`config.mk`:
```
export PLATFORM = sky130hd
export DESIGN_NAME = serial_parallel_config_loader
export DESIGN_NICKNAME = d
export VERILOG_FILES = /design/src/inc/cfg_loader_pkg.sv /design/src/design/pin_sync.sv /design/src/design/serial_parallel_config_loader.sv
export SDC_FILE = /design/constraint.sdc
export NUM_CORES = 1
export LEC_CHECK = 0
export BUFFER_PORTS_ARGS = -buffer_cell sky130_fd_sc_hd__buf_2
export CAP_MARGIN = 5
export CORE_ASPECT_RATIO = 1.25
export CORE_MARGIN = 5
export CORE_UTILIZATION = 50
export DETAILED_ROUTE_END_ITERATION = 6
export PLACE_DENSITY = 0.75
export RECOVER_POWER = 25
export SYNTH_ARGS = -nofsm -noshare
export SYNTH_HDL_FRONTEND = slang
export SYNTH_SLANG_ARGS = --single-unit
```
`constraint.sdc`:
```
create_clock -name ref_clk -period 3.4 [get_ports ref_clk]
set_input_delay 0 -clock ref_clk [delete_from_list [all_inputs] [get_ports ref_clk]]
set_output_delay 0 -clock ref_clk [all_outputs]
set_load 0.01 [all_outputs]
```
`src/inc/cfg_loader_pkg.sv`:
```
// Constants shared by the configuration loader and its register port.
// Assumes a 40 MHz ref_clk; all times are in ns and converted here.
package cfg_loader_pkg;

  // ------------------------------------------------------------------
  // Clock and timing
  // ------------------------------------------------------------------
  localparam int REF_PERIOD_NS  = 25;
  localparam int SLOW_HALF_NS   = 500;
  localparam int FAST_FACTOR    = 8;
  localparam int FAST_HALF_NS   = SLOW_HALF_NS / FAST_FACTOR;
  // Both half periods round down, never below one cycle
  localparam int SLOW_HALF_CYC  = (SLOW_HALF_NS / REF_PERIOD_NS) < 1 ? 1 : SLOW_HALF_NS / REF_PERIOD_NS;
  localparam int FAST_HALF_CYC  = (FAST_HALF_NS / REF_PERIOD_NS) < 1 ? 1 : FAST_HALF_NS / REF_PERIOD_NS;
  localparam int RCLK_CYC       = 2 * SLOW_HALF_CYC;
  localparam int FAST_START_BITS = 64;

  // ------------------------------------------------------------------
  // Mode pin codes
  // ------------------------------------------------------------------
  localparam logic [2:0] MODE_SLAVE_SERIAL  = 3'h7;
  localparam logic [2:0] MODE_MASTER_SERIAL = 3'h0;
  localparam logic [2:0] MODE_PAR_UP        = 3'h4;
  localparam logic [2:0] MODE_PAR_DOWN      = 3'h6;

  // ------------------------------------------------------------------
  // EPROM addressing
  // ------------------------------------------------------------------
  localparam int          ADDR_W_LOW   = 18;
  localparam int          ADDR_W_HIGH  = 22;
  localparam logic [21:0] ADDR_UP_INIT = 22'h000000;
  localparam logic [21:0] ADDR_DN_INIT = 22'h03ffff;
  localparam logic [21:0] ADDR_MASK18  = 22'h03ffff;

  // ------------------------------------------------------------------
  // Register port map
  // ------------------------------------------------------------------
  localparam int         REG_AW      = 8;
  localparam logic [7:0] REG_CTRL    = 8'h00;
  localparam logic [7:0] REG_PRE_LEN = 8'h04;
  localparam logic [7:0] REG_OWN_LEN = 8'h08;
  localparam logic [7:0] REG_TOT_LEN = 8'h0c;
  localparam logic [7:0] REG_STATUS  = 8'h10;
  localparam logic [7:0] REG_BITCNT  = 8'h14;
  localparam logic [7:0] REG_ADDR    = 8'h18;
  localparam int CTRL_START_BIT = 0;
  localparam int CTRL_FAST_BIT  = 1;
  localparam int CTRL_AW22_BIT  = 2;
  localparam logic [31:0] PRE_LEN_RST = 32'h00000020;
  localparam logic [31:0] OWN_LEN_RST = 32'h00000100;
  localparam logic [31:0] TOT_LEN_RST = 32'h00000200;

  typedef enum logic [1:0] {
    ST_IDLE = 2'b00,
    ST_RCLK = 2'b01,
    ST_RUN  = 2'b11,
    ST_DONE = 2'b10
  } load_state_t;

endpackage : cfg_loader_pkg
```
`src/design/pin_sync.sv`:
```
// Two-flop synchroniser for a bundle of asynchronous pin levels.
// Assumes each bit is an independent level; no word coherence is given.
`timescale 1ns/10ps
module pin_sync #(
  parameter int WIDTH = 1
) (
  // Clock and reset
  input  wire logic             ref_clk,
  input  wire logic             rstn,
  // Levels
  input  wire logic [WIDTH-1:0] async_in,
  output logic      [WIDTH-1:0] sync_out
);

  logic [WIDTH-1:0] meta_ff;

  always_ff @(posedge ref_clk) begin
    if (!rstn) begin
      meta_ff  <= '0;
      sync_out <= '0;
    end else begin
      meta_ff  <= async_in;
      sync_out <= meta_ff;
    end
  end

endmodule : pin_sync

```
`src/design/serial_parallel_config_loader.sv`:
```
// Configuration loader: slave serial, master serial, master parallel up/down.
// Assumes pins arrive asynchronously and the register port is on ref_clk.
//
// Summary of operation
// RULE1 - Outside party drives config clock and sets serial_data_in before each rise.
// RULE2 - Slave serial: serial_data_out updates on the falling edge after sampling.
// RULE3 - Preamble and bits beyond own length are forwarded on serial_data_out.
// RULE4 - Downstream device captures forwarded bit on the next rising edge.
// RULE5 - Mode 111 selects slave serial; open pins read as this mode.
// RULE6 - Master serial: device drives clock, samples PROM bit at following rise.
// RULE7 - Master serial forwarding is delayed 1.5 clock periods, changing on a fall.
// RULE8 - Fast rate option multiplies master clock by eight after a few bits; here the half period drops from 20 to 2 cycles, ten times.
// RULE9 - PROM chip enable comes from low_during_config or done.
// RULE10 - Mode 000 selects master serial with config clock as output.
// RULE11 - Parallel: present address, capture byte, then step the address.
// RULE12 - Bit zero of a captured byte appears on the fall 1.5 periods later.
// RULE13 - Mode 100 runs parallel up from address zero, incrementing.
// RULE14 - Mode 110 runs parallel down from 3ffff, decrementing.
// RULE15 - Upper address bits stay undriven unless 22 lines are requested.
// RULE16 - Low-voltage variant always drives all 22 address lines in parallel modes.
// RULE17 - Boards in parallel up mode pull the upper address lines down.
// RULE18 - First byte loads and clock starts at end of first read clock cycle.
// RULE19 - Source waits until init_ready_flag is high on every chained device.
// RULE20 - Captured bytes serialize least significant bit first, one per clock.
// RULE21 - Mode is sampled at start and held until configuration completes.
// RULE22 - Address counter is 18 bits, extended to 22 when upper lines active.
//
// Implementation choices: the address map and strobed register access.
`timescale 1ns/10ps
module serial_parallel_config_loader
  import cfg_loader_pkg::*;
#(
  parameter bit LOW_VOLTAGE = 1'b0
) (
  // Clock and reset
  input  wire logic                        ref_clk,
  input  wire logic                        rstn,
  // Register port
  input  wire logic [cfg_loader_pkg::REG_AW-1:0] reg_addr,
  input  wire logic [31:0]                 reg_wdata,
  input  wire logic                        reg_wr,
  input  wire logic                        reg_rd,
  output logic      [31:0]                 reg_rdata,
  // Mode pins
  input  wire logic [2:0]                  mode_select,
  // Configuration clock pin
  input  wire logic                        config_clock_in,
  output logic                             config_clock_out,
  output logic                             config_clock_oe_n,
  // Serial data
  input  wire logic                        serial_data_in,
  output logic                             serial_data_out,
  // EPROM interface
  input  wire logic [7:0]                  eprom_data,
  output logic      [17:0]                 eprom_addr,
  output logic                             eprom_addr_oe_n,
  output logic      [3:0]                  upper_address_bits,
  output logic                             upper_address_oe_n,
  output logic                             read_clock,
  // Status pins
  output logic                             low_during_config,
  output logic                             init_ready_flag,
  output logic                             config_done
);

  import cfg_loader_pkg::*;

  if (SLOW_HALF_CYC > 31 || RCLK_CYC > 63) begin : g_div_check
    $error("clock divider counters too narrow for SLOW_HALF_NS");
  end

  // ------------------------------------------------------------------
  // Pin synchronisers
  // ------------------------------------------------------------------
  logic [12:0] pins_s;

  pin_sync #(.WIDTH(13)) u_sync (
    .ref_clk  (ref_clk),
    .rstn     (rstn),
    .async_in ({mode_select, config_clock_in, serial_data_in, eprom_data}),
    .sync_out (pins_s)
  );

  logic [2:0] mode_s;
  logic       config_clock_s;
  logic       din_s;
  logic [7:0] edata_s;
  assign mode_s  = pins_s[12:10];
  assign config_clock_s  = pins_s[9];
  assign din_s   = pins_s[8];
  assign edata_s = pins_s[7:0];

  // ------------------------------------------------------------------
  // Helpers
  // ------------------------------------------------------------------
  function automatic logic is_parallel(input logic [2:0] m);
    return (m == MODE_PAR_UP) || (m == MODE_PAR_DOWN);
  endfunction : is_parallel

  function automatic logic is_master(input logic [2:0] m);
    return (m == MODE_MASTER_SERIAL) || is_parallel(m);
  endfunction : is_master

  function automatic logic is_known(input logic [2:0] m);
    return is_master(m) || (m == MODE_SLAVE_SERIAL);
  endfunction : is_known

  // ------------------------------------------------------------------
  // State
  // ------------------------------------------------------------------
  typedef struct packed {
    load_state_t state;
    logic [2:0]  mode;
    logic        config_clock;
    logic [4:0]  div;
    logic        config_clock_prev;
    logic        stage1;
    logic        stage2;
    logic        primed;
    logic        dout;
    logic [7:0]  byte_buf;
    logic [7:0]  shift;
    logic [2:0]  bidx;
    logic [2:0]  phase;
    logic [21:0] addr;
    logic [31:0] bit_cnt;
    logic        rclk;
    logic [5:0]  rcnt;
    logic        fast;
    logic        aw22;
    logic        bad_mode;
    logic [31:0] pre_len;
    logic [31:0] own_len;
    logic [31:0] tot_len;
    logic [31:0] rdata;
  } loader_t;

  loader_t cur_ff;
  loader_t nxt_cur;

  logic rise_ev;
  logic fall_ev;
  logic fwd;
  logic out_bit;
  logic wide;
  logic [4:0] half;

  always_comb begin
    nxt_cur = cur_ff;
    rise_ev = 1'b0;
    fall_ev = 1'b0;
    wide    = LOW_VOLTAGE || cur_ff.aw22;                              // [RULE15] [RULE16]
    half    = (cur_ff.fast && cur_ff.bit_cnt >= FAST_START_BITS) ?     // [RULE8]
              5'(FAST_HALF_CYC) : 5'(SLOW_HALF_CYC);
    // Own bits are swallowed; everything else goes down the chain
    fwd     = (cur_ff.bit_cnt < cur_ff.pre_len) ||
              (cur_ff.bit_cnt >= cur_ff.pre_len + cur_ff.own_len);    // [RULE3]
    out_bit = 1'b1;
    nxt_cur.config_clock_prev = config_clock_s;

    // Register writes
    if (reg_wr) begin
      unique case (reg_addr)
        REG_CTRL: begin
          nxt_cur.fast = reg_wdata[CTRL_FAST_BIT];
          nxt_cur.aw22 = reg_wdata[CTRL_AW22_BIT];
        end
        REG_PRE_LEN: nxt_cur.pre_len = reg_wdata;
        REG_OWN_LEN: nxt_cur.own_len = reg_wdata;
        REG_TOT_LEN: nxt_cur.tot_len = reg_wdata;
        default: ;
      endcase
    end

    unique case (cur_ff.state)
      ST_IDLE, ST_DONE: begin
        if (reg_wr && reg_addr == REG_CTRL && reg_wdata[CTRL_START_BIT]) begin
          nxt_cur.mode     = mode_s;                                     // [RULE21]
          nxt_cur.bad_mode = !is_known(mode_s);
          nxt_cur.bit_cnt  = '0;
          nxt_cur.config_clock     = 1'b0;
          nxt_cur.div      = 5'(SLOW_HALF_CYC);
          nxt_cur.phase    = '0;
          nxt_cur.bidx     = '0;
          nxt_cur.dout     = 1'b1;
          nxt_cur.primed   = 1'b0;
          nxt_cur.addr     = (mode_s == MODE_PAR_DOWN) ? ADDR_DN_INIT : ADDR_UP_INIT; // [RULE13] [RULE14]
          nxt_cur.rcnt     = 6'(RCLK_CYC);
          if (is_parallel(mode_s)) begin
            nxt_cur.state = ST_RCLK;
            nxt_cur.rclk  = 1'b1;
          end else if (is_known(mode_s)) begin
            nxt_cur.state = ST_RUN;                                      // [RULE5] [RULE10]
          end
        end
      end

      ST_RCLK: begin
        // Clock stays still until the first read cycle has ended
        if (cur_ff.rcnt == 6'h01) begin
          nxt_cur.rclk     = 1'b0;
          nxt_cur.byte_buf = edata_s;                                    // [RULE18]
          nxt_cur.addr     = (cur_ff.mode == MODE_PAR_DOWN) ? cur_ff.addr - 22'h1 : cur_ff.addr + 22'h1;
          if (!wide) begin
            nxt_cur.addr = nxt_cur.addr & ADDR_MASK18;                   // [RULE22]
          end
          nxt_cur.state    = ST_RUN;
        end else begin
          nxt_cur.rcnt = cur_ff.rcnt - 6'h01;
        end
      end

      ST_RUN: begin
        if (is_master(cur_ff.mode)) begin
          if (cur_ff.div == 5'h01) begin
            nxt_cur.config_clock = !cur_ff.config_clock;                                 // [RULE6]
            nxt_cur.div  = half;
            rise_ev      = !cur_ff.config_clock;
            fall_ev      = cur_ff.config_clock;
          end else begin
            nxt_cur.div = cur_ff.div - 5'h01;
          end
        end else begin
          // Edges of the externally driven clock, from the synced copy
          rise_ev = config_clock_s && !cur_ff.config_clock_prev;                         // [RULE1]
          fall_ev = !config_clock_s && cur_ff.config_clock_prev;
        end

        if (rise_ev) begin
          nxt_cur.stage1 = din_s;                                        // [RULE6]
          nxt_cur.stage2 = cur_ff.stage1;
          if (is_parallel(cur_ff.mode)) begin
            nxt_cur.phase = cur_ff.phase + 3'h1;
            nxt_cur.rclk  = (cur_ff.phase >= 3'h3) && (cur_ff.phase != 3'h7);
            if (cur_ff.phase == 3'h0) begin
              nxt_cur.shift = cur_ff.byte_buf;
              nxt_cur.bidx  = '0;
            end
            if (cur_ff.phase == 3'h7) begin
              // Byte taken from the address shown, then address steps
              nxt_cur.byte_buf = edata_s;                                // [RULE11]
              nxt_cur.addr = (cur_ff.mode == MODE_PAR_DOWN) ? cur_ff.addr - 22'h1 : cur_ff.addr + 22'h1;
              if (!wide) begin
                nxt_cur.addr = nxt_cur.addr & ADDR_MASK18;               // [RULE22]
              end
            end
          end
        end

        if (fall_ev && cur_ff.mode == MODE_MASTER_SERIAL && !cur_ff.primed) begin
          // First fall precedes any bit in stage2; skipping it keeps bit_cnt on the bit shown
          nxt_cur.primed = 1'b1;                                         // [RULE7]
        end else if (fall_ev) begin
          unique case (cur_ff.mode)
            MODE_SLAVE_SERIAL:  out_bit = cur_ff.stage1;                 // [RULE2]
            MODE_MASTER_SERIAL: out_bit = cur_ff.stage2;                 // [RULE7]
            default:            out_bit = cur_ff.shift[cur_ff.bidx];     // [RULE12] [RULE20]
          endcase
          nxt_cur.bidx = cur_ff.bidx + 3'h1;
          // Held high while own bits pass, so downstream sees idle ones
          nxt_cur.dout    = fwd ? out_bit : 1'b1;                        // [RULE3] [RULE4]
          nxt_cur.bit_cnt = cur_ff.bit_cnt + 32'h1;
          if (cur_ff.bit_cnt + 32'h1 >= cur_ff.tot_len) begin
            nxt_cur.state = ST_DONE;
            nxt_cur.rclk  = 1'b0;
          end
        end
      end
    endcase

    // Register reads: data stand in the next cycle only
    nxt_cur.rdata = '0;
    if (reg_rd) begin
      unique case (reg_addr)
        REG_CTRL:    nxt_cur.rdata = {29'h0, cur_ff.aw22, cur_ff.fast, 1'b0};
        REG_PRE_LEN: nxt_cur.rdata = cur_ff.pre_len;
        REG_OWN_LEN: nxt_cur.rdata = cur_ff.own_len;
        REG_TOT_LEN: nxt_cur.rdata = cur_ff.tot_len;
        REG_STATUS:  nxt_cur.rdata = {24'h0, cur_ff.bad_mode, cur_ff.mode, cur_ff.state, 2'h0};
        REG_BITCNT:  nxt_cur.rdata = cur_ff.bit_cnt;
        REG_ADDR:    nxt_cur.rdata = {10'h0, cur_ff.addr};
        default:     nxt_cur.rdata = '0;
      endcase
    end
  end

  always_ff @(posedge ref_clk) begin
    if (!rstn) begin
      cur_ff         <= '0;
      cur_ff.state   <= ST_IDLE;
      cur_ff.mode    <= MODE_SLAVE_SERIAL;
      cur_ff.dout    <= 1'b1;
      cur_ff.div     <= 5'(SLOW_HALF_CYC);
      cur_ff.pre_len <= PRE_LEN_RST;
      cur_ff.own_len <= OWN_LEN_RST;
      cur_ff.tot_len <= TOT_LEN_RST;
    end else begin
      cur_ff <= nxt_cur;
    end
  end

  // ------------------------------------------------------------------
  // Outputs
  // ------------------------------------------------------------------
  logic busy;
  assign busy = (cur_ff.state == ST_RCLK) || (cur_ff.state == ST_RUN);

  assign reg_rdata          = cur_ff.rdata;
  assign serial_data_out    = cur_ff.dout;
  assign config_clock_out   = cur_ff.config_clock;
  assign config_clock_oe_n  = !(busy && is_master(cur_ff.mode));        // [RULE10]
  assign eprom_addr         = cur_ff.addr[17:0];
  assign eprom_addr_oe_n    = !(busy && is_parallel(cur_ff.mode));
  assign upper_address_bits = cur_ff.addr[21:18];
  // Left floating otherwise so board pull-ups or pull-downs decide
  assign upper_address_oe_n = !(busy && is_parallel(cur_ff.mode) && wide); // [RULE15] [RULE16]
  assign read_clock         = cur_ff.rclk;
  assign low_during_config  = !busy;                                    // [RULE9]
  assign init_ready_flag    = busy;                                     // [RULE19]
  assign config_done        = (cur_ff.state == ST_DONE);                // [RULE9]

endmodule : serial_parallel_config_loader

```
==> results.tsv, run 1 <==
metric	value	unit
status	complete, but fails checks	
violations	max-capacitance violations, max-slew violations, negative setup slack	
synth.largest_area_cell	dfxtp_1	
cts.sinks	256	
fin_skew	0.0392	ns
yosys-top-cells-area	dfxtp_1, ha_1, nand2_1	
drive_gt1_share	18.7	%
place.gp.congestion	0.974	
grt_pass1_wl	85100	um
critPathCaptureType	flip-flop	
dpl-instance-area	18600	um2
reg2reg_from	cur_ff[96]	
port_buffers	119	
wl	53800	um
fin_area	20400	um2
setup_viol	1	
fp.dieArea	37000	um2
hpwl	38700	um
synth-seq-area-share	30.8	%
fp-row-count	74	
gr-usage-all-layers	27.7	%
clk_latency	0.59	ns
synthesis.nets	2295	
drv_slew	83	
min_from	reg_addr[2]	
syn_to_final_growth	22.9	%
overflow	0	
antenna_found_initial	1	
rsz0062_at_grt	yes	
synth_area	16600	um2
critPathLaunchType	flip-flop	
period_share	112	%
numCtsBuffers	28	
cts_root_buf	clkbuf_16	
synth-main-ff-cell	dfxtp_1	
cts_tree	done	
synth_cells	2080	
grt_pass1_vias	16515	
hold_path_class	input port to flip-flop	
io-pin-count	120	
ant_nets	0	
avgViaCountPerCell	5.90	
yosys_warnings	0	
cap_violations	1	
cts_buffer_depth	3	
avgSynthCellArea	8.00	um2
num_antenna_cells	0	
leakage	0.00872	uW
drc	0	
num_vias	16426	
crit_arrival	4.31	ns
drt_iter0_markers	1135	
path_class	flip-flop to flip-flop	
worst_pin_slew	2.82	ns
relSlewSlack	-87.9	%
period_needed	3.80	ns
routedWlPerCell	19.3	um
required	3.91	ns
start_util	50.8	%
dieWidth	173	um
cts.clk_slew.worst_paths	0.07	ns
grt_max_degree	83	
nFillCells	2851	
peakVddDrop	435	uV
startpoint	cur_ff[96]	
fin_ws	-0.398	ns
first_pass_iters	6	
die-height	214	um
htree_levels	1	
nets	2560	
netlist-cell-type-count	82	
ys_async_sr_fraction	0	%
hold_viol	0	
yosys_register_bits	256	
synth_top_area_share	30.8	%
finalPower	6430	uW
p_per_area	315	nW/um2
fmax	0.263	GHz
core	32800	um2
synth_edf_count	0	
crit_fanout	3	
-- layer usage --
| layer | up-vias | global-route usage [%] | part of all wire, % |
|---|---|---|---|
| li1 | 7764 | - | - |
| met1 | 7718 | 32.4 | 39 |
| met2 | 737 | 47.9 | 48 |
| met3 | 205 | 4.76 | 7.4 |
| met4 | 2 | 15.4 | 6.0 |
| met5 | - | 0 | 0.024 |
-- kinds of logic after synthesis --
group / count (synthesis) / synth area share [%]
compound gates: 574 / 22.7
xor+xnor: 76 / 4.00
fa+ha+maj: 158 / 12.0
buf+inv: 262 / 7.30
flops: 256 / 30.8
mux: 44 / 2.82
simple gates: 710 / 20.4
-- layout by cell type, fill, tap and decap left out, drive strengths merged, types with 10 or more instances in the layout --
cell / netlist / routed
o21ai: 104 / 104
clkbuf: 91 / 91
xnor2: 32 / 32
a31oi: 14 / 14
and2: 51 / 51
buf: 76 / 296
xor2: 44 / 44
a21o: 53 / 53
inv: 95 / 97
dlygate4sd3: 0 / 50
and3: 23 / 23
or3: 10 / 10
nand2: 326 / 326
o211ai: 11 / 11
dfxtp: 256 / 256
a21boi: 111 / 111
nand3: 42 / 42
nor4: 17 / 17
nor2b: 58 / 58
nor2: 97 / 97
nand4: 24 / 24
a22oi: 55 / 55
nand2b: 10 / 10
mux2i: 39 / 39
ha: 156 / 156
a21oi: 136 / 136
o21a: 18 / 18
nor3: 34 / 34
-- state kept, by name, indices dropped and copies added (netlist names) --
name                count
eprom_addr             18
wide                    1
u_sync.sync_out        13
config_clock_out        1
u_sync.meta_ff         13
read_clock              1
serial_data_out         1
cur_ff                172
upper_address_bits      4
reg_rdata              32
-- synthesized netlist by cell type (10+ instances only) --
| library cell | n |
|---|---|
| a21boi_0 | 88 |
| a21boi_1 | 23 |
| a21o_1 | 53 |
| a21oi_1 | 136 |
| a22oi_1 | 55 |
| a31oi_1 | 14 |
| and2_1 | 50 |
| and3_1 | 22 |
| buf_2 | 17 |
| buf_4 | 54 |
| clkbuf_1 | 91 |
| dfxtp_1 | 256 |
| ha_1 | 156 |
| inv_1 | 95 |
| mux2i_1 | 39 |
| nand2_1 | 326 |
| nand2b_1 | 10 |
| nand3_1 | 41 |
| nand4_1 | 24 |
| nor2_1 | 95 |
| nor2b_1 | 58 |
| nor3_1 | 31 |
| nor4_1 | 15 |
| o211ai_1 | 11 |
| o21a_1 | 18 |
| o21ai_0 | 90 |
| o21ai_1 | 14 |
| xnor2_1 | 32 |
| xor2_1 | 44 |
-- path summary, 6_finish.rpt --
check                                           to  slack [ns]  cells after the start
worst min register to register  u_sync.sync_out[3]        0.43                      1
worst max-delay path               serial_data_out       -0.40                     17
worst min-delay path                   cur_ff[128]        0.05                      4
worst max register to register     serial_data_out       -0.40                     17
-- where the power goes --
group	total, uW	switching (uW)	internal (uW)
registers	3020	6.64	3010
logic	243	126	117
clock network	3170	1320	1850
-- timing repair --
item | CTS | global route
gates resized for setup | 43 | 42
pin swaps | 23 | 25
setup buffers | 11 | 5
endpoints found under the hold margin | 118 | 0
hold buffers | 50 | 0
setup endpoints to repair | 3 | 3
-- cell type report --
type | count | area, um2 | area share [%]
multi-input combinational | 1562 | 10700 | 52.3
sequential | 256 | 5140 | 25.2
timing repair buffer | 402 | 2780 | 13.6
clock buffer | 35 | 737 | 3.61
tap | 418 | 523 | 2.56
inverter | 95 | 357 | 1.74
clock inverter | 16 | 208 | 1.02
-- critical path, cell delays in order (launching register included) --
cell and delay [ns]:
dfxtp_2 0.35, ha_4 0.15, inv_2 0.05, fa_2 0.40, nor2b_2 0.14, o31a_1 0.23
o21ai_2 0.10, a2111o_1 0.41, nand4b_1 0.20, and3_1 0.20, nor2_1 0.05, xor2_1 0.14
ha_1 0.29, and4_1 0.17, a211o_1 0.27, a2111oi_2 0.33, o21ai_1 0.11, a22oi_1 0.13
-- metrics by stage --
stage / setup slack, ns / TNS (ns) / cells / utilization, % / hold slack, ns
final: -0.398 / -0.398 / 2784 / 62.4 / 0.0532
after global routing: -0.550 / -0.972 / 2784 / 62.4 / 0.0879
after CTS: -0.419 / -0.419 / 2779 / 61.9 / 0.0193
after detailed placement: -0.597 / -1.23 / 2668 / 56.7 / 0.208
after global placement: -0.478 / -1.00 / 2668 / 56.7 / 0.206
after floorplan: -0.0442 / -0.0442 / 2080 / - / 0.124
Power figures use the tool's default switching activity.
==> run 2: changes to the inputs <==
--- a/config.mk
+++ b/config.mk
@@ -7,11 +7,10 @@
 export LEC_CHECK = 0
 export BUFFER_PORTS_ARGS = -buffer_cell sky130_fd_sc_hd__buf_2
 export CAP_MARGIN = 5
-export CORE_ASPECT_RATIO = 1.25
 export CORE_MARGIN = 5
 export CORE_UTILIZATION = 50
 export DETAILED_ROUTE_END_ITERATION = 6
-export PLACE_DENSITY = 0.75
+export PLACE_DENSITY = 0.72
 export RECOVER_POWER = 25
 export SYNTH_ARGS = -nofsm -noshare
 export SYNTH_HDL_FRONTEND = slang
==> constraint.sdc (replaced) <==
create_clock -name ref_clk -period 4.68 [get_ports ref_clk]
set_input_delay 0 -clock ref_clk [delete_from_list [all_inputs] [get_ports ref_clk]]
set_output_delay 0 -clock ref_clk [all_outputs]
set_load 0.01 [all_outputs]
==> run 2 against run 1 <==
  * The run ends with max-capacitance violations, max-slew violations left
  * Clock skew shrank 0.026 ns
  * Total power shrank 26%
  * Utilization shrank 5.6 points
  * Sequential power shrank 27%
  * Critical path type unchanged
==> results.tsv, run 2 (synthesized netlist as in run 1, its figures left out) <==
metric	value	unit	change
status	complete, but fails checks		unchanged
violations	max-capacitance violations, max-slew violations		was max-capacitance violations, max-slew violations, negative setup slack
ff2ff_path_depth	15		was 17
path_class	flip-flop to flip-flop		unchanged
avgViaCountPerCell	5.83		was 5.90
required	5.18	ns	was 3.91 ns
cts_setup_buffers	0		was 11
clk_latency	0.58	ns	was 0.59 ns
nets	2358		was 2560
numCtsBuffers	29		was 28
ant_nets	0		unchanged
drv_slew	104		was 83
start_util	50.9	%	was 50.8%
core	32700	um2	was 32800 um2
dieWidth	192	um	was 173 um
cts_tree	done		unchanged
leakage	0.00761	uW	was 0.00872 uW
rsz0062_at_grt	no		was yes
fmax	0.228	GHz	was 0.263 GHz
critPathLaunchType	flip-flop		unchanged
place.gp.congestion	0.964		was 0.974
period_share	93.7	%	was 112%
cts_buffer_depth	3		unchanged
cap_violations	1		unchanged
overflow	0		unchanged
die-height	192	um	was 214 um
r2r_slack	0.29	ns	was -0.40 ns
drt_iter0_markers	1191		was 1135
final_common_cell	nand2_1		unchanged
final_cell_mix	nand2_1, dfxtp_1, ha_1		was nand2_1, dfxtp_1, buf_4
fp-row-count	66		was 74
period_needed	4.39	ns	was 3.80 ns
peakVddDrop	328	uV	was 435 uV
critPathCaptureType	flip-flop		unchanged
min_path_cells	4		unchanged
setup_viol	0		was 1
crit_arrival	4.88	ns	was 4.31 ns
hpwl	35500	um	was 38700 um
routedWlPerCell	18.9	um	was 19.3 um
port_buffers	119		unchanged
fp.dieArea	37000	um2	about the same
grt_pass1_vias	14969		was 16515
hold_path_class	input port to flip-flop		unchanged
grt_max_degree	104		was 83
cts_root_buf	clkbuf_16		unchanged
worst_pin_slew	3.58	ns	was 2.82 ns
relSlewSlack	-139	%	was -87.9%
largest-register	cur_ff		unchanged
p_per_area	256	nW/um2	was 315 nW/um2
cts.sinks	256		unchanged
first_pass_iters	7		was 6
wl	49400	um	was 53800 um
htree_levels	1		unchanged
fin_setup_tns	0	ns	was -0.398 ns
dpl-instance-area	17200	um2	was 18600 um2
antenna_found_initial	2		was 1
fin_area	18600	um2	was 20400 um2
crit_fanout	5		was 3
fin_skew	0.0132	ns	was 0.0392 ns
num_antenna_cells	0		unchanged
syn_to_final_growth	11.6	%	was 22.9%
largest_register_ff_count	172		unchanged
hold_viol	0		unchanged
cts.clk_slew.worst_paths	0.07	ns	about the same
drc	0		unchanged
gr-usage-all-layers	26.2	%	was 27.7%
grt_pass1_wl	78800	um	was 85100 um
nFillCells	3100		was 2851
io-pin-count	120		unchanged
drive_gt1_share	7.58	%	was 18.7%
num_vias	15187		was 16426
## run 2: layer usage
metal | GRT usage, % | wire length (um) | vias up
met3 | 4.54 | 3630 | 122
met1 | 34.0 | 20800 | 7148
met5 | 0 | 22 | -
met4 | 9.90 | 2060 | 4
met2 | 43.7 | 22900 | 553
li1 | - | - | 7360
## run 2: worst max-delay path, stage by stage, from the launching register on
cell	delay, ns
dfxtp_1	0.34
ha_1	0.39
nand3_1	0.11
a2bb2oi_1	0.18
a2111oi_1	0.61
o211ai_1	0.24
o221a_2	0.33
o21a_1	0.23
o31ai_1	0.31
xnor2_1	0.16
ha_1	0.26
and4_1	0.17
a211o_1	0.28
a2111oi_0	0.37
o21ai_0	0.15
a22oi_1	0.17
## run 2: worst paths after layout
kind / startpoint / end
worst max-delay path: cur_ff[99] / serial_data_out
worst min-delay path: reg_rd / reg_rdata[9]
worst min register to register: u_sync.meta_ff[4] / u_sync.sync_out[4]
worst max register to register: cur_ff[99] / serial_data_out
## run 2: cell type report
type,count,area [um2],share of cell area (%)
timing repair buffer,199,1250,6.71
multi-input combinational,1562,10300,55.5
clock inverter,12,181,0.977
tap,442,553,2.98
clock buffer,41,811,4.37
inverter,95,357,1.92
sequential,256,5120,27.6
## run 2: report_power, final
| group | switching (uW) | total [uW] | internal, uW | leakage (uW) |
|---|---|---|---|---|
| sequential | 5.05 | 2200 | 2190 | 0.00207 |
| combinational | 85.8 | 168 | 82.3 | 0.00505 |
| clock | 960 | 2390 | 1430 | 0.000486 |
| total | 1050 | 4760 | 3700 | 0.00761 |
## run 2: timing repair
action                    4_1_cts  5_1_grt
hold buffers                   50        0
resized for setup               0        0
hold endpoints to repair      135        0
## run 2: per-stage QoR
step	util (%)	hold WS (ns)	power (uW)	instances	worst slack, ns
final	56.8	0.0633	4760	2607	0.293
after global placement	52.5	0.207	2370	2504	0.509
after CTS	57.0	0.0331	4800	2607	0.334
after global routing	56.8	0.0698	4920	2607	0.0218
after floorplan	-	0.124	2320	2080	0.921
after detailed placement	52.5	0.209	2380	2504	0.384
==> run 3: changes to the inputs <==
--- a/config.mk
+++ b/config.mk
@@ -8,9 +8,9 @@
 export BUFFER_PORTS_ARGS = -buffer_cell sky130_fd_sc_hd__buf_2
 export CAP_MARGIN = 5
 export CORE_MARGIN = 5
-export CORE_UTILIZATION = 50
+export CORE_UTILIZATION = 55
 export DETAILED_ROUTE_END_ITERATION = 6
-export PLACE_DENSITY = 0.72
+export PLACE_DENSITY = 0.78
 export RECOVER_POWER = 25
 export SYNTH_ARGS = -nofsm -noshare
 export SYNTH_HDL_FRONTEND = slang
==> run 3 against run 2 <==
  * The flow now finishes without violations
  * Global-route usage rose by 1.6 points
  * First-iteration DRC count barely moved
  * Critical path depth rose by 1
==> results.tsv, run 3 (synthesized netlist as in run 1, its figures left out) <==
metric	value	unit	change
status	complete, no violations		was complete, but fails checks
ant_nets	0		unchanged
grt_pass1_wl	77500	um	was 78800 um
fmax	0.228	GHz	about the same
critPathLaunchType	flip-flop		unchanged
path_class	flip-flop to flip-flop		unchanged
nets	2353		was 2358
drv_slew	0		was 104
dp.cells	2451		was 2504
fp-row-count	63		was 66
critical_path.top_delay_family	simple AND/OR/NAND/NOR gates		was compound AO/OA/AOI/OAI gates
drc	0		unchanged
period_needed	4.39	ns	about the same
hold_path_class	input port to flip-flop		unchanged
relSlewSlack	33.4	%	was -139%
start_util	56.0	%	was 50.9%
num_vias	15129		was 15187
final_cell_mix	nand2_1, dfxtp_1, ha_1		unchanged
power.share.clock	49.4	%	was 50.3%
numCtsBuffers	28		was 29
routedWlPerCell	18.9	um	about the same
cts.clk_slew.worst_paths	0.06	ns	was 0.07 ns
wl	48200	um	was 49400 um
htree_levels	1		unchanged
hold_viol	0		unchanged
io-pin-count	120		unchanged
hpwl	34500	um	was 35500 um
num_antenna_cells	0		unchanged
leakage	0.00758	uW	was 0.00761 uW
power.internal	3590	uW	was 3700 uW
core	29700	um2	was 32700 um2
syn_to_final_growth	10.9	%	was 11.6%
switching_power	1080	uW	was 1050 uW
period_share	93.9	%	was 93.7%
antenna_found_initial	0		was 2
required	5.21	ns	was 5.18 ns
p_sw_share	23.1	%	was 22.1%
p_comb_share	3.5	%	about the same
cts_buffer_depth	3		unchanged
instances_no_fill	2550		was 2607
critPathCaptureType	flip-flop		unchanged
cts_tree	done		unchanged
cap_violations	0		was 1
first_pass_iters	6		was 7
grt_pass1_vias	14903		was 14969
peakVddDrop	306	uV	was 328 uV
crit_chain	ha_1, nand3_1, nor4_1, buf_4, nand2_1, nor2_1, and3_1, xor2_1, ha_1, nand4_1, nor3_1, a2111oi_0, buf_4, nand2_1, nor2_1, o21a_1		was ha_1, nand3_1, a2bb2oi_1, a2111oi_1, o211ai_1, o221a_2, o21a_1, o31ai_1, xnor2_1, ha_1, and4_1, a211o_1, a2111oi_0, o21ai_0, a22oi_1
largest_register_ff_count	172		unchanged
overflow	0		unchanged
fin_setup_tns	0	ns	unchanged
cts_setup_buffers	0		unchanged
crit_arrival	4.92	ns	was 4.88 ns
seq_power_share	47.1	%	was 46.2%
grt_max_degree	94		was 104
dieWidth	184	um	was 192 um
cpMaxStageDelayCell	a2111oi_0		was a2111oi_1
setup_viol	0		unchanged
largest-register	cur_ff		unchanged
worst_pin_slew	0.973	ns	was 3.58 ns
port_buffers	119		unchanged
fin_skew	0.0497	ns	was 0.0132 ns
cts.sinks	256		unchanged
p_per_area	253	nW/um2	was 256 nW/um2
cts_root_buf	clkbuf_16		unchanged
crit_buf_inv	2		was 0
gr-usage-all-layers	27.8	%	was 26.2%
die-height	184	um	was 192 um
crit_fanout	7		was 5
place.gp.congestion	0.984		was 0.964
final_common_cell	nand2_1		unchanged
avgViaCountPerCell	5.93		was 5.83
cpPeakStageDelay	0.86	ns	was 0.61 ns
drive_gt1_share	8.01	%	was 7.58%
drt_iter0_markers	1192		was 1191
clk_latency	0.59	ns	was 0.58 ns
fp.dieArea	33800	um2	was 37000 um2
==> run 3: cell types whose count changed in the layout (fill, tap and decap cells not counted), moves of 2 or more <==
cell,previous run,this run
clkinvlp_4,1,3
and2_0,3,7
clkinv_4,0,3
buf_2,61,66
clkbuf_8,4,2
clkbuf_1,66,56
dlygate4sd3_1,50,47
and2_1,48,44
==> run 3: area by class of cell <==
type / count / area (um2)
repair buffers: 195 / 1220
fillers: 2594 / 11300
multi-input cells: 1562 / 10300
clock buffers: 34 / 743
flip-flops and latches: 256 / 5120
inverters: 95 / 357
clock inverters: 18 / 216
well taps: 390 / 488
==> run 3: what timing repair did <==
action                                 4_1_cts  5_1_grt
endpoints found under the hold margin      121        0
gates resized for setup                      0        1
hold buffers                                47        0
setup endpoints to repair                    0        1
==> run 3: per-layer routing <==
layer  part of all wire, %  track usage [%]  vias to the layer above
met2                    48             48.2                      522
li1                      -                -                     7348
met1                    43             36.2                     7157
met3                   6.1             3.32                      102
met5                     0                0                        -
met4                   3.0             8.46                        0
==> run 3: per-stage QoR <==
step                worst slack [ns]  cell area, um2  utilization [%]  hold WS (ns)  total power (uW)
global placement               0.462           17100             57.5         0.205              2370
global route                 -0.0476           18500             62.1        0.0526              4820
detailed placement             0.386           17100             57.5         0.208              2380
finish                         0.285           18500             62.1        0.0343              4660
CTS                            0.304           18500             62.3       0.00714              4700
floorplan                      0.921           16600                -         0.124              2320
==> run 3: path summary, 6_finish.rpt <==
path	start	endpoint	slack, ns	cells past startpoint
min	reg_addr[6]	wide	0.03	5
max reg2reg	cur_ff[139]	cur_ff[228]	0.29	16
max	cur_ff[139]	cur_ff[228]	0.29	16
min reg2reg	u_sync.meta_ff[12]	u_sync.sync_out[12]	0.43	1
==> run 3: power by group through the flow <==
stage          Clock, uW  Sequential (uW)  Combinational [uW]
6_report            2300             2200                 165
5_1_grt             2440             2200                 177
4_1_cts             2340             2200                 162
3_5_place_dp           0             2240                 131
3_3_place_gp           0             2240                 129
2_1_floorplan          0             2240                76.1
==> run 3: worst register-to-register path, delay by kind of cell (launching register included) <==
kind                     cells  cell delay [ns]
AND/OR/NAND/NOR              9             1.68
AO/OA/AOI/OAI                2             0.99
buffers and inverters        2             0.47
flip-flops                   1             0.45
adder cells (fa/ha/maj)      2             0.55
XOR/XNOR                     1             0.20
